File: src/ecr_pkg.sv
// Constants, register map and state encoding for the excitation current rotation block.
// How it works
// - Two matched excitation sources can each be routed to any one of eleven analog pins.
// - With rotation on, the two sources swap pins after every conversion, with no software help.
// - The first conversion of a rotation run uses normal positions and gives no result.
// - Each later result is the sum of the latest conversion and the one before, halved.
// - Rotation runs on forever: odd conversions normal, even ones swapped, each pair averaged.
// - After every swap a built-in settling delay passes before the next conversion starts.
// - A four-bit delay field in the first mode register adds extra settling after a swap.
// - The settling delay slows the conversion rate but leaves the filter nulls unchanged.
package ecr_pkg;

    // Clock and settling times.
    localparam int CLK_NS = 4;
    localparam int SETTLE_NS = 400;
    localparam int STEP_NS = 1000;
    localparam logic [11:0] SETTLE_CYC = 12'((SETTLE_NS + CLK_NS - 1) / CLK_NS);
    localparam logic [11:0] STEP_CYC = 12'((STEP_NS + CLK_NS - 1) / CLK_NS);

    // Pins: index 10 is the common analog pin, index 0 analog input zero.
    localparam int NPINS = 11;
    localparam logic [3:0] COMMON_PIN = 4'ha;

    // Register byte addresses.
    localparam logic [7:0] MODE_OFS = 8'h00;
    localparam logic [7:0] SRC_OFS = 8'h04;
    localparam logic [7:0] CTRL_OFS = 8'h08;
    localparam logic [7:0] STAT_OFS = 8'h0c;
    localparam logic [7:0] RES_OFS = 8'h10;

    // Field positions.
    localparam int DELAY_LSB = 0;
    localparam int ROT_BIT = 4;
    localparam int SRC_A_LSB = 0;
    localparam int SRC_B_LSB = 4;
    localparam int EN_A_BIT = 8;
    localparam int EN_B_BIT = 9;
    localparam int RUN_BIT = 0;
    localparam int REFEN_BIT = 1;
    localparam int ST_SWAP_BIT = 2;
    localparam int ST_FIRST_BIT = 3;
    localparam int ST_READY_BIT = 4;

    // Reset values.
    localparam logic [4:0] MODE_RST = 5'h00;
    localparam logic [9:0] SRC_RST = 10'h010;
    localparam logic [1:0] CTRL_RST = 2'h0;

    // Sequencer states.
    typedef enum logic [1:0] {
        ECR_IDLE = 2'b00,
        ECR_CONV = 2'b01,
        ECR_SETTLE = 2'b10
    } ecr_state_e;

endpackage

File: src/ecr_top.sv
// Excitation source routing, automatic rotation sequencer and its APB register file.
`timescale 1ns/100ps
module ecr_top #(
    parameter int DW = 32
) (
    // Clock, reset and clock enable.
    input wire logic pclk,
    input wire logic presetn,
    input wire logic ce,
    // APB slave.
    input wire logic psel,
    input wire logic penable,
    input wire logic pwrite,
    input wire logic [7:0] paddr,
    input wire logic [31:0] pwdata,
    output logic [31:0] prdata,
    output logic pready,
    output logic pslverr,
    // Converter handshake.
    output logic conv_start,
    input wire logic conv_done,
    input wire logic [DW-1:0] conv_data,
    // Output results.
    output logic result_valid,
    output logic [DW-1:0] result_data,
    // Analog switch and reference controls.
    output logic [ecr_pkg::NPINS-1:0] excitation_source_a,
    output logic [ecr_pkg::NPINS-1:0] excitation_source_b,
    output logic ref_enable
);

    // Pin index to one-hot switch pattern; indexes above the last pin close no switch.
    function automatic logic [ecr_pkg::NPINS-1:0] pin_onehot(input logic [3:0] idx,
                                                              input logic en);
        logic [ecr_pkg::NPINS-1:0] v;
        v = '0;
        for (int i = 0; i < ecr_pkg::NPINS; i++) begin
            if (en && idx == 4'(i)) begin
                v[i] = 1'b1;
            end
        end
        return v;
    endfunction

    logic [4:0] first_mode_config_register;
    logic [9:0] src_cfg;
    logic [1:0] ctrl;
    logic res_ready;
    logic [4:0] next_mode;
    logic [9:0] next_src;
    logic [1:0] next_ctrl;
    logic next_res_ready;
    logic [31:0] next_prdata;
    logic next_pready;
    logic next_pslverr;
    logic wr_go;
    logic rd_res;

    ecr_pkg::ecr_state_e state;
    ecr_pkg::ecr_state_e next_state;
    logic swapped;
    logic first_pend;
    logic [11:0] cnt;
    logic next_swapped;
    logic next_first;
    logic [11:0] next_cnt;
    logic next_conv_start;
    logic next_result_valid;
    logic [DW-1:0] next_result_data;
    logic [DW-1:0] avg;
    logic [ecr_pkg::NPINS-1:0] next_src_a;
    logic [ecr_pkg::NPINS-1:0] next_src_b;
    logic rot;
    logic run;
    logic done_now;
    logic [3:0] delay;
    logic [11:0] settle_load;

    assign rot = first_mode_config_register[ecr_pkg::ROT_BIT];
    assign delay = first_mode_config_register[ecr_pkg::DELAY_LSB +: 4];
    assign run = ctrl[ecr_pkg::RUN_BIT];
    assign done_now = (state == ecr_pkg::ECR_CONV) && conv_done;
    // Built-in settling plus the programmed extra steps; max total stays under 4096 cycles.
    assign settle_load = ecr_pkg::SETTLE_CYC + {8'h00, delay} * ecr_pkg::STEP_CYC;
    assign wr_go = psel && penable && pready && pwrite;
    assign rd_res = psel && penable && pready && !pwrite && paddr == ecr_pkg::RES_OFS;

    ecr_avg #(
        .DW(DW)
    ) u_avg (
        .pclk(pclk),
        .presetn(presetn),
        .ce(ce),
        .load(done_now),
        .cur(conv_data),
        .avg(avg)
    );

    // APB: one wait state, then pready; reads load prdata on the edge that raises pready, writes land one edge later.
    always_comb begin
        next_mode = first_mode_config_register;
        next_src = src_cfg;
        next_ctrl = ctrl;
        next_pready = psel && penable && !pready;
        next_prdata = prdata;
        next_pslverr = 1'b0;
        if (psel && penable && !pready) begin
            next_prdata = 32'h0000_0000;
            case (paddr)
                ecr_pkg::MODE_OFS: next_prdata = {27'h0, first_mode_config_register};
                ecr_pkg::SRC_OFS: next_prdata = {22'h0, src_cfg};
                ecr_pkg::CTRL_OFS: next_prdata = {30'h0, ctrl};
                ecr_pkg::STAT_OFS: next_prdata = {27'h0, res_ready, first_pend, swapped, state};
                ecr_pkg::RES_OFS: next_prdata = 32'(result_data);
                default: next_pslverr = 1'b1;
            endcase
            if (pwrite) begin
                next_prdata = prdata;
            end
        end
        if (wr_go) begin
            case (paddr)
                ecr_pkg::MODE_OFS: next_mode = pwdata[4:0];
                ecr_pkg::SRC_OFS: next_src = pwdata[9:0];
                ecr_pkg::CTRL_OFS: next_ctrl = pwdata[1:0];
                default: next_mode = first_mode_config_register;
            endcase
        end
        // A new result in the same cycle as the read that clears the flag keeps it set.
        next_res_ready = (res_ready && !rd_res) || next_result_valid;
    end

    always_ff @(posedge pclk or negedge presetn) begin
        if (!presetn) begin
            first_mode_config_register <= ecr_pkg::MODE_RST;
            src_cfg <= ecr_pkg::SRC_RST;
            ctrl <= ecr_pkg::CTRL_RST;
            res_ready <= 1'b0;
            prdata <= 32'h0000_0000;
            pready <= 1'b0;
            pslverr <= 1'b0;
        end else if (ce) begin
            first_mode_config_register <= next_mode;
            src_cfg <= next_src;
            ctrl <= next_ctrl;
            res_ready <= next_res_ready;
            prdata <= next_prdata;
            pready <= next_pready;
            pslverr <= next_pslverr;
        end
    end

    // Sequencer: start, wait for the converter, average or pass, swap and settle.
    always_comb begin
        next_state = state;
        next_swapped = swapped;
        next_first = first_pend;
        next_cnt = cnt;
        next_conv_start = 1'b0;
        next_result_valid = 1'b0;
        next_result_data = result_data;
        case (state)
            ecr_pkg::ECR_IDLE: begin
                next_swapped = 1'b0;
                next_first = 1'b1;
                if (run) begin
                    next_conv_start = 1'b1;
                    next_state = ecr_pkg::ECR_CONV;
                end
            end
            ecr_pkg::ECR_CONV: begin
                if (!run) begin
                    next_state = ecr_pkg::ECR_IDLE;
                end else if (conv_done && rot) begin
                    if (first_pend) begin
                        next_first = 1'b0;
                    end else begin
                        next_result_valid = 1'b1;
                        next_result_data = avg;
                    end
                    next_swapped = !swapped;
                    next_cnt = settle_load;
                    next_state = ecr_pkg::ECR_SETTLE;
                end else if (conv_done) begin
                    next_swapped = 1'b0;
                    next_first = 1'b1;
                    next_result_valid = 1'b1;
                    next_result_data = conv_data;
                    next_conv_start = 1'b1;
                end
            end
            ecr_pkg::ECR_SETTLE: begin
                // Only the start of the next conversion is held off; the filter runs untouched.
                if (!run) begin
                    next_state = ecr_pkg::ECR_IDLE;
                end else if (cnt <= 12'h001) begin
                    next_conv_start = 1'b1;
                    next_state = ecr_pkg::ECR_CONV;
                end else begin
                    next_cnt = cnt - 12'h001;
                end
            end
            default: next_state = ecr_pkg::ECR_IDLE;
        endcase
    end

    // Switch patterns follow the swap flag; settling of at least one cycle covers the lag.
    always_comb begin
        if (swapped) begin
            next_src_a = pin_onehot(src_cfg[ecr_pkg::SRC_B_LSB +: 4], src_cfg[ecr_pkg::EN_A_BIT]);
            next_src_b = pin_onehot(src_cfg[ecr_pkg::SRC_A_LSB +: 4], src_cfg[ecr_pkg::EN_B_BIT]);
        end else begin
            next_src_a = pin_onehot(src_cfg[ecr_pkg::SRC_A_LSB +: 4], src_cfg[ecr_pkg::EN_A_BIT]);
            next_src_b = pin_onehot(src_cfg[ecr_pkg::SRC_B_LSB +: 4], src_cfg[ecr_pkg::EN_B_BIT]);
        end
    end

    always_ff @(posedge pclk or negedge presetn) begin
        if (!presetn) begin
            state <= ecr_pkg::ECR_IDLE;
            swapped <= 1'b0;
            first_pend <= 1'b1;
            cnt <= 12'h000;
            conv_start <= 1'b0;
            result_valid <= 1'b0;
            result_data <= '0;
            excitation_source_a <= '0;
            excitation_source_b <= '0;
            ref_enable <= 1'b0;
        end else if (ce) begin
            state <= next_state;
            swapped <= next_swapped;
            first_pend <= next_first;
            cnt <= next_cnt;
            conv_start <= next_conv_start;
            result_valid <= next_result_valid;
            result_data <= next_result_data;
            excitation_source_a <= next_src_a;
            excitation_source_b <= next_src_b;
            ref_enable <= next_ctrl[ecr_pkg::REFEN_BIT];
        end
    end
endmodule

File: src/ecr_avg.sv
// Pair averager that keeps the previous conversion and halves the sum with the current one.
`timescale 1ns/100ps
module ecr_avg #(
    parameter int DW = 32
) (
    // Clock, reset and enable.
    input wire logic pclk,
    input wire logic presetn,
    input wire logic ce,
    // Conversion stream.
    input wire logic load,
    input wire logic [DW-1:0] cur,
    // Average of current and previous conversion.
    output logic [DW-1:0] avg
);

    logic [DW-1:0] prev;
    logic [DW-1:0] next_prev;
    logic signed [DW:0] sum;

    // The previous word moves on with every finished conversion.
    always_comb begin
        next_prev = prev;
        if (load) begin
            next_prev = cur;
        end
    end

    always_ff @(posedge pclk or negedge presetn) begin
        if (!presetn) begin
            prev <= '0;
        end else if (ce) begin
            prev <= next_prev;
        end
    end

    // One extra bit keeps the sum exact; the shift is a signed floor divide by two.
    always_comb begin
        sum = $signed({cur[DW-1], cur}) + $signed({prev[DW-1], prev});
        avg = sum[DW:1];
    end

endmodule

File: config.mk
export PLATFORM = sky130hd
export DESIGN_NAME = ecr_top
export DESIGN_NICKNAME = d
export VERILOG_FILES = /design/src/ecr_pkg.sv /design/src/ecr_top.sv /design/src/ecr_avg.sv
export SDC_FILE = /design/constraint.sdc
export NUM_CORES = 1
export LEC_CHECK = 0
export BUFFER_PORTS_ARGS = -buffer_cell sky130_fd_sc_hd__buf_2
export CORE_MARGIN = 2
export CORE_UTILIZATION = 50
export CTS_CLUSTER_DIAMETER = 50
export DETAILED_ROUTE_END_ITERATION = 12
export GPL_TIMING_DRIVEN = 1
export PLACE_DENSITY = 0.73
export SETUP_SLACK_MARGIN = 0.5
export SKIP_LAST_GASP = 1
export SLEW_MARGIN = 40
export SYNTH_ARGS = -nofsm -noshare
export SYNTH_HDL_FRONTEND = slang
export SYNTH_SLANG_ARGS = --single-unit
File: constraint.sdc
create_clock -name pclk -period 7.93 [get_ports pclk]
set_clock_uncertainty 0.2 [all_clocks]
set_input_delay 1.586 -clock pclk [delete_from_list [all_inputs] [get_ports pclk]]
set_output_delay 1.586 -clock pclk [all_outputs]
set_load 0.005 [all_outputs]
==> results of run 1 <==
[critical path: cells and delay by family (launching register included)]
family / cells / cell delay, ns
compound gates: 4 / 0.80
xor+xnor: 2 / 0.37
fa+ha+maj: 3 / 1.40
buf+inv: 2 / 0.14
flops: 1 / 0.53
simple gates: 2 / 0.28
[power by group through the flow]
stage / Clock, uW / Combinational [uW] / Sequential, uW
after global routing: 864 / 1080 / 945
final: 823 / 973 / 936
after detailed placement: 0 / 947 / 947
after CTS: 834 / 959 / 934
after global placement: 0 / 935 / 943
after floorplan: 0 / 745 / 933
[cell usage in the layout (no fill, tap or decap), drive strengths merged, types with 10 or more instances in the layout]
cell type    n
a21o        10
a21oi       89
a22o        26
a22oi       10
a31oi       10
and3        22
buf        151
clkbuf      19
dfrtp      154
ha          52
inv         66
mux2        52
nand2       96
nand2b      10
nand3       20
nor2        63
nor3        35
o21ai       76
o22ai       29
xnor2       19
xor2        16
[state kept, by name, indices dropped and copies added, names as in the netlist, 2 cells and up]
name / cells
excitation_source_b: 11
src_cfg: 10
excitation_source_a: 11
state: 2
prdata: 32
first_mode_config_register: 5
cnt: 12
result_data: 32
u_avg.prev: 32
[cell type report]
class	instances	share of cell area (%)
Clock buffer	18	3.91
Multi-Input combinational cell	754	47.1
Tap cell	234	2.67
Sequential cell	156	35.6
Clock inverter	14	1.46
Antenna cell	1	0.0228
Timing Repair Buffer	152	7.15
Inverter	62	2.12
[metrics by stage]
step | setup slack, ns | hold slack (ns)
5_1_grt | 3.82 | 0.315
3_5_place_dp | 3.57 | 0.270
2_1_floorplan | 4.24 | 0.250
3_3_place_gp | 3.26 | 0.263
6_report | 4.11 | 0.280
4_1_cts | 4.03 | 0.284
[worst max path at each step]
stage	slack, ns	cells after the start	end	from
global placement	3.26	6	result_data[24]	ce
finish	4.11	13	cnt[10]	first_mode_config_register[1]
CTS	4.03	6	prdata[26]	ce
detailed placement	3.57	6	prdata[26]	ce
floorplan	4.24	10	result_data[26]	conv_data[22]
global route	3.82	13	cnt[10]	first_mode_config_register[1]
[kinds of logic (layout without fill, tap and decap cells)]
kind of cell	Yosys count	after routing	share of synthesized area, %
buffers and inverters	114	246	4.63
DFF	156	156	41.1
AOI/OAI and AO/OA	302	302	20.0
other	0	1	0
muxes	61	61	7.10
xor gates and xnor gates	36	36	3.46
adders and majority gates	60	60	8.52
and+or+nand+nor	295	295	15.2
[per-layer routing]
metal,vias up,wire length (um),part of all wire [%]
li1,3938,-,-
met1,4053,11600,46
met2,265,11600,46
met3,29,1500,6.0
met4,0,401,1.6
met5,-,0,0
==> results.toml, run 1 <==
[die]
die_y_um = 142
die-area_um2 = 20100
ioPinCount = 170
start_util_pct = 50.8
core.rowCount = 50
core_um2 = 18700
dieWidth_um = 142

[logic_synthesis]
ys_top_cells_by_area = "dfrtp_1 41%, ha_1 6.8%, mux2_2 6.2%"
syn_avg_cell_area_um2 = 9.29
netlist_instances = 1024
ys_seq_area_share_pct = 41.1
syn-num-nets = 1163
synth_top_cell_area_share_pct = 40.5
synth.ff_latch_count = 156
async_reset_ff_share_pct = 100
yosysWarnings = 0
yosysTopAreaCell = "dfrtp_1"
synth_ff_type = "dfrtp_1"
synth.most_common_cell = "dfrtp_1"
synthTopCellsByCount = "154 x dfrtp_1, 96 x nand2_1, 88 x a21oi_1, 73 x o21ai_0, 63 x nor2_1"
synth_edf_count = 0
syn_area_um2 = 9510
synth_cell_types = 76

[grt]
grt_max_degree = 81
met1_usage_pct = 36.1
gr-usage-met2_pct = 40.8
grt_pass1_vias = 7773
overflow = 0
track_usage_pct = 25.5
antenna_found_initial = 1
use_met3_pct = 4.08
grt_pass1_wl_um = 40500
busiest_layer = "met2"

[setup_path]
r2r_cells = 13
cp.arrival_ns = 3.95
r2r_slack_ns = 4.11
worst_path_largest_cell_delay_ns = 0.65
cp_cell_sequence = "fa_1, inv_1, fa_1, inv_1, ha_1, a211o_1, o211ai_1, a21oi_1, nor2_1, xnor2_1, nand4_1, xor2_1, a221oi_1"
cp_max_fo = 9
r2r-end = "cnt[10]"
worstSetupStartpointType = "flop"
cp_slowest_cell = "fa_1"
cp.required_ns = 8.05
endpoint_kind = "flop"
critPathKind = "flop to flop"
rr_startpoint = "first_mode_config_register[1]"

[hold_path]
min_to = "prdata[2]"
hp-start = "prdata[2]"
holdPathStages = 2
hold_class = "flop to flop"

[run]
cap_violations = 0

[timing]
worstMarginPinSlew_ns = 0.780
rsz0062_at_grt = "false"
fmax_ghz = 0.261
setup_tns_ns = 0
final.min_clock_period_ns = 3.82
drv_slew = 0
finalSetupViolCount = 0
slew-limit-headroom_pct = 48.0
hold_violations = 0
layout_worst_path_cycle_share_pct = 48.2

[clocking]
clk-insertion-delay-late_ns = 0.44
path_clk_slew_ns = 0.06
cts.path.max_buffers = 2
htreeDepth = 4
cts_setup_buffers = 0
cts_resized = 0
tritoncts = "done"
clkSinkCount = 156
numCtsBuffers = 17
holdBufCountCts = 0
root_buffer = "clkbuf_16"

[pwr]
leakage_uw = 0.00529
power.switching_uw = 970
pwr_density_cell_nw_per_um2 = 249
power_frac_clock_pct = 30.1
vdd_drop_max_v = 0.000177
p_int_uw = 1760
seqPwrFrac_pct = 34.3
pwr-share-comb_pct = 35.6
switching_share_pct = 35.5
totalPowerFinal_uw = 2730

[finish]
multi_input_area_um2 = 5180
fill_cells = 1666
final_nets = 1282
drive_above_1_share_pct = 22.1
stdcell_area_um2 = 11000
area_growth_pct = 15.5
final_util_pct = 58.7
seq_area_um2 = 3910
fin_cells = 1391

[place]
place.gp.congestion = 0.917
placed_area_um2 = 10400
hpwl_um = 18200
dpl.cell_count = 1358
io_buffers = 147

[routing]
wl_per_cell_um = 18.1
viasPerCell = 5.96
firstDrtPassIters = 5
drt_iter0_drc = 691
drtAntennaViolNets = 0
vias = 8285
drc = 0
wirelength_um = 25100

[outcome]
status = "finished, final reports clean"
No activity file was read; power rests on OpenSTA's default activity.
==> run 2, diff against run 1 <==
clock period = 3.55 ns   (was 7.93 ns; I/O delays follow)
==> results.toml, run 2 (same netlist as run 1, synthesis figures left out) <==
[timing]
slew-limit-headroom_pct = 58.1
setup_tns_ns = 0
rsz0062_at_grt = "true"
timing.final.ws_setup_ns = 0.188
final.min_clock_period_ns = 3.36
drv_slew = 0
layout_worst_path_cycle_share_pct = 94.7
worstMarginPinSlew_ns = 0.623
fmax_ghz = 0.297
whs_ns = 0.0434
hold_violations = 0
finalSetupViolCount = 0

[clocking]
holdBufCountCts = 0
path_clk_slew_ns = 0.07
clk-insertion-delay-late_ns = 0.43
cts.path.max_buffers = 2
numCtsBuffers = 17
root_buffer = "clkbuf_16"
clkSinkCount = 156
tritoncts = "done"
htreeDepth = 4

[finish]
layout_common_cells = "151 x dfrtp_1, 146 x buf_2, 96 x nand2_1, 87 x a21oi_1, 71 x o21ai_0"
fin_cells = 1414
reg_top3 = "prdata (32), result_data (32), u_avg.prev (32)"
final_util_pct = 60.1
final_nets = 1306
diodes = 0
drive_above_1_share_pct = 25.0
area_growth_pct = 18.3
fill_cells = 1635
final_common_cell = "dfrtp_1"

[die]
die_y_um = 142
die-area_um2 = 20100
dieWidth_um = 142
start_util_pct = 50.8
ioPinCount = 170
core.rowCount = 50
core_um2 = 18700

[setup_path]
rr_startpoint = "first_mode_config_register[3]"
cp.arrival_ns = 3.50
r2r_slack_ns = 0.19
cp_num_cells = 13
endpoint_kind = "flop"
cp.required_ns = 3.69
crit_buf_inv = 2
cp-startpoint = "first_mode_config_register[3]"
worstSetupStartpointType = "flop"
r2r_cells = 13
crit_family = "adder cells"
r2r-end = "cnt[10]"
cp_slowest_cell = "fa_1"
crit_end = "cnt[10]"
critPathKind = "flop to flop"
worst_path_largest_cell_delay_ns = 0.58
cp_cell_sequence = "fa_1, inv_2, fa_1, inv_2, ha_4, a211o_1, o211ai_1, a21oi_1, nor2_1, xnor2_1, nand4_1, xor2_1, a221oi_2"
cp_max_fo = 2

[routing]
drc = 0
vias = 8358
viasPerCell = 5.91
firstDrtPassIters = 7
drt_iter0_drc = 622
wirelength_um = 25800
wl_per_cell_um = 18.3
drtAntennaViolNets = 0

[grt]
grt_pass1_wl_um = 41200
track_usage_pct = 25.9
overflow = 0
antenna_found_initial = 0
grt_max_degree = 75
grt_pass1_vias = 7970

[place]
dpl.cell_count = 1377
place.gp.congestion = 0.897
post-place-ws_ns = 0.121
hpwl_um = 18800
io_buffers = 147

[pwr]
seqPwrFrac_pct = 34.3
pwr_density_cell_nw_per_um2 = 540
leakage_uw = 0.00545
power_frac_clock_pct = 29.7
pwr-share-comb_pct = 35.9
p_int_uw = 3880
switching_share_pct = 36.1
vdd_drop_max_v = 0.000382
power.switching_uw = 2200

[run]
cap_violations = 0

[outcome]
status = "finished, final reports clean"

[hold_path]
hold_class = "input pin to async pin"
run 2: how the worst min path moves through the flow:
| stage | depth (start not counted) | endpoint | from | slack, ns |
|---|---|---|---|---|
| 6_report | 1 | excitation_source_b[4] | presetn | 0.04 |
| 5_1_grt | 1 | ref_enable | presetn | 0.08 |
| 4_1_cts | 1 | excitation_source_a[5] | presetn | 0.05 |
| 3_5_place_dp | 2 | prdata[1] | prdata[1] | 0.27 |
| 3_3_place_gp | 2 | prdata[0] | prdata[0] | 0.26 |
| 2_1_floorplan | 0 | cnt[0] | presetn | 0.21 |
run 2: worst reg2reg max path, cell delays in order, from the launching register on:
cell	delay (ns)
dfrtp_2	0.42
fa_1	0.58
inv_2	0.06
fa_1	0.49
inv_2	0.04
ha_4	0.15
a211o_1	0.23
o211ai_1	0.11
a21oi_1	0.11
nor2_1	0.13
xnor2_1	0.17
nand4_1	0.15
xor2_1	0.18
a221oi_2	0.26
run 2: what timing repair did:
item | 4_1_cts | 5_1_grt
gates resized for setup | 5 | 9
endpoints found under the setup margin | 5 | 10
buffers inserted | 4 | 1
hold endpoints to repair | 0 | 0
pin swaps | 13 | 8
run 2: power by group through the flow:
stage	logic [uW]	clock network (uW)	registers [uW]
6_report	2180	1810	2090
5_1_grt	2420	1910	2110
4_1_cts	2140	1830	2080
3_5_place_dp	2110	0	2120
3_3_place_gp	2100	0	2100
2_1_floorplan	1670	0	2080
run 2: per-stage QoR:
step / area, um2 / total power, uW
2_1_floorplan: 9550 / 3750
3_3_place_gp: 10600 / 4200
3_5_place_dp: 10600 / 4230
4_1_cts: 11200 / 6060
5_1_grt: 11200 / 6440
6_report: 11200 / 6080
run 2: per-layer routing:
layer	up-vias	wire length, um	global-route usage (%)
li1	3984	-	-
met1	4050	11800	36.3
met2	279	12000	41.4
met3	45	1410	4.18
met4	0	580	8.42
met5	-	0	0
run 2: area by class of cell:
class / instances / area, um2 / share of cell area, %
Clock buffer: 17 / 425 / 3.78
Clock inverter: 15 / 151 / 1.35
Inverter: 62 / 233 / 2.07
Multi-Input combinational cell: 754 / 5260 / 46.8
Sequential cell: 156 / 3910 / 34.8
Tap cell: 234 / 293 / 2.60
Timing Repair Buffer: 176 / 972 / 8.64
==> run 3, diff against run 2 <==
clock period = 3.25 ns   (was 3.55 ns; I/O delays follow)
==> results.toml, run 3 (same netlist as run 1, synthesis figures left out) <==
[hold_path]
hold_class = "input pin to async pin"

[timing]
worstMarginPinSlew_ns = 0.710
setup_tns_ns = -0.279
rsz0062_at_grt = "true"
finalSetupViolCount = 3
final.min_clock_period_ns = 3.39
hold_violations = 0
drv_slew = 0
layout_worst_path_cycle_share_pct = 104
timing.final.ws_setup_ns = -0.136
slew-limit-headroom_pct = 52.5
fmax_ghz = 0.295

[clocking]
path_clk_slew_ns = 0.06
clk-insertion-delay-late_ns = 0.43
tritoncts = "done"
numCtsBuffers = 17
clkSinkCount = 156
cts.path.max_buffers = 2
holdBufCountCts = 0
root_buffer = "clkbuf_16"
htreeDepth = 4

[routing]
drtAntennaViolNets = 0
viasPerCell = 5.97
drc = 0
vias = 8622
firstDrtPassIters = 5
wirelength_um = 26600
wl_per_cell_um = 18.4
drt_iter0_drc = 614

[finish]
fill_cells = 1526
layout_common_cells = "151 x dfrtp_1, 146 x buf_2, 96 x nand2_1, 78 x a21oi_1, 68 x o21ai_0"
drive_above_1_share_pct = 29.1
final_common_cell = "dfrtp_1"
stdcell_area_um2 = 11700
area_growth_pct = 23.0
final_nets = 1335
reg_top3 = "prdata (32), result_data (32), u_avg.prev (32)"

[setup_path]
endpoint_kind = "flop"
r2r_slack_ns = -0.14
rr_startpoint = "first_mode_config_register[3]"
worstSetupStartpointType = "flop"
cp_max_fo = 4
r2r_cells = 13
cp.required_ns = 3.39
cp-startpoint = "first_mode_config_register[3]"
crit_end = "cnt[10]"
r2r-end = "cnt[10]"
cp.arrival_ns = 3.52
critPathKind = "flop to flop"

[die]
die_y_um = 142
dieWidth_um = 142
core.rowCount = 50
ioPinCount = 170
core_um2 = 18700
start_util_pct = 50.8
die-area_um2 = 20100

[place]
place.gp.congestion = 0.916
io_buffers = 147
placed_area_um2 = 10800
hpwl_um = 19300

[grt]
track_usage_pct = 26.5
antenna_found_initial = 1
grt_max_degree = 72
overflow = 0
grt_pass1_vias = 8123
grt_pass1_wl_um = 41900

[pwr]
vdd_drop_max_v = 0.000382
pwr_density_cell_nw_per_um2 = 601
leakage_uw = 0.00565

[outcome]
status = "finished with violations"
violations = "setup timing"

[run]
cap_violations = 0
## run 3: final cells by class
type / instances / area, um2 / share of cell area (%)
Antenna cell: 1 / 2.50 / 0.0214
Tap cell: 234 / 293 / 2.50
Timing Repair Buffer: 205 / 1220 / 10.4
Sequential cell: 156 / 3910 / 33.4
Multi-Input combinational cell: 754 / 5420 / 46.3
Clock buffer: 20 / 457 / 3.90
Clock inverter: 12 / 164 / 1.40
Inverter: 62 / 233 / 1.99
## run 3: repair_timing
action / 4_1_cts / 5_1_grt
endpoints found under the setup margin: 8 / 16
gates resized for setup: 6 / 46
pin swaps: 4 / 17
buffers inserted: 1 / 7
## run 3: how the worst min path moves through the flow
| stage | start | slack [ns] | end |
|---|---|---|---|
| final | presetn | 0.06 | first_mode_config_register[3] |
| after global placement | prdata[3] | 0.26 | prdata[3] |
| after floorplan | presetn | 0.15 | cnt[0] |
| after detailed placement | prdata[4] | 0.27 | prdata[4] |
| after CTS | presetn | 0.07 | u_avg.prev[7] |
| after global routing | presetn | 0.10 | excitation_source_b[4] |
## run 3: through the flow
stage / power, uW / instances / util [%] / hold slack (ns) / worst slack [ns]
detailed placement: 4760 / 1403 / 57.6 / 0.269 / -0.119
global route: 7420 / 1444 / 62.5 / 0.103 / -0.296
CTS: 6880 / 1436 / 61.2 / 0.0685 / -0.103
finish: 7030 / 1444 / 62.5 / 0.0574 / -0.136
global placement: 4720 / 1403 / 57.6 / 0.260 / -0.0478
floorplan: 4090 / 1024 / - / 0.154 / -0.0738
## run 3: report_power, final
part	switching, uW	internal (uW)	total (uW)
Clock	842	1260	2100
Sequential	132	2160	2290
Combinational	1480	1170	2650
## run 3: critical path, stage by stage (launching register included)
cell      delay, ns
dfrtp_2        0.41
fa_1           0.58
inv_2          0.06
fa_1           0.49
inv_2          0.05
ha_4           0.15
buf_4          0.15
o211ai_1       0.22
a21oi_2        0.10
nor2_2         0.12
xnor2_1        0.16
nand4_1        0.15
xor2_1         0.20
a221oi_2       0.26
## run 3: metal layers
| metal | GRT usage, % | share of wire (%) |
|---|---|---|
| met4 | 8.00 | 2.3 |
| met2 | 42.2 | 46 |
| met3 | 4.15 | 6.5 |
| met1 | 37.5 | 45 |
| met5 | 0 | 0 |
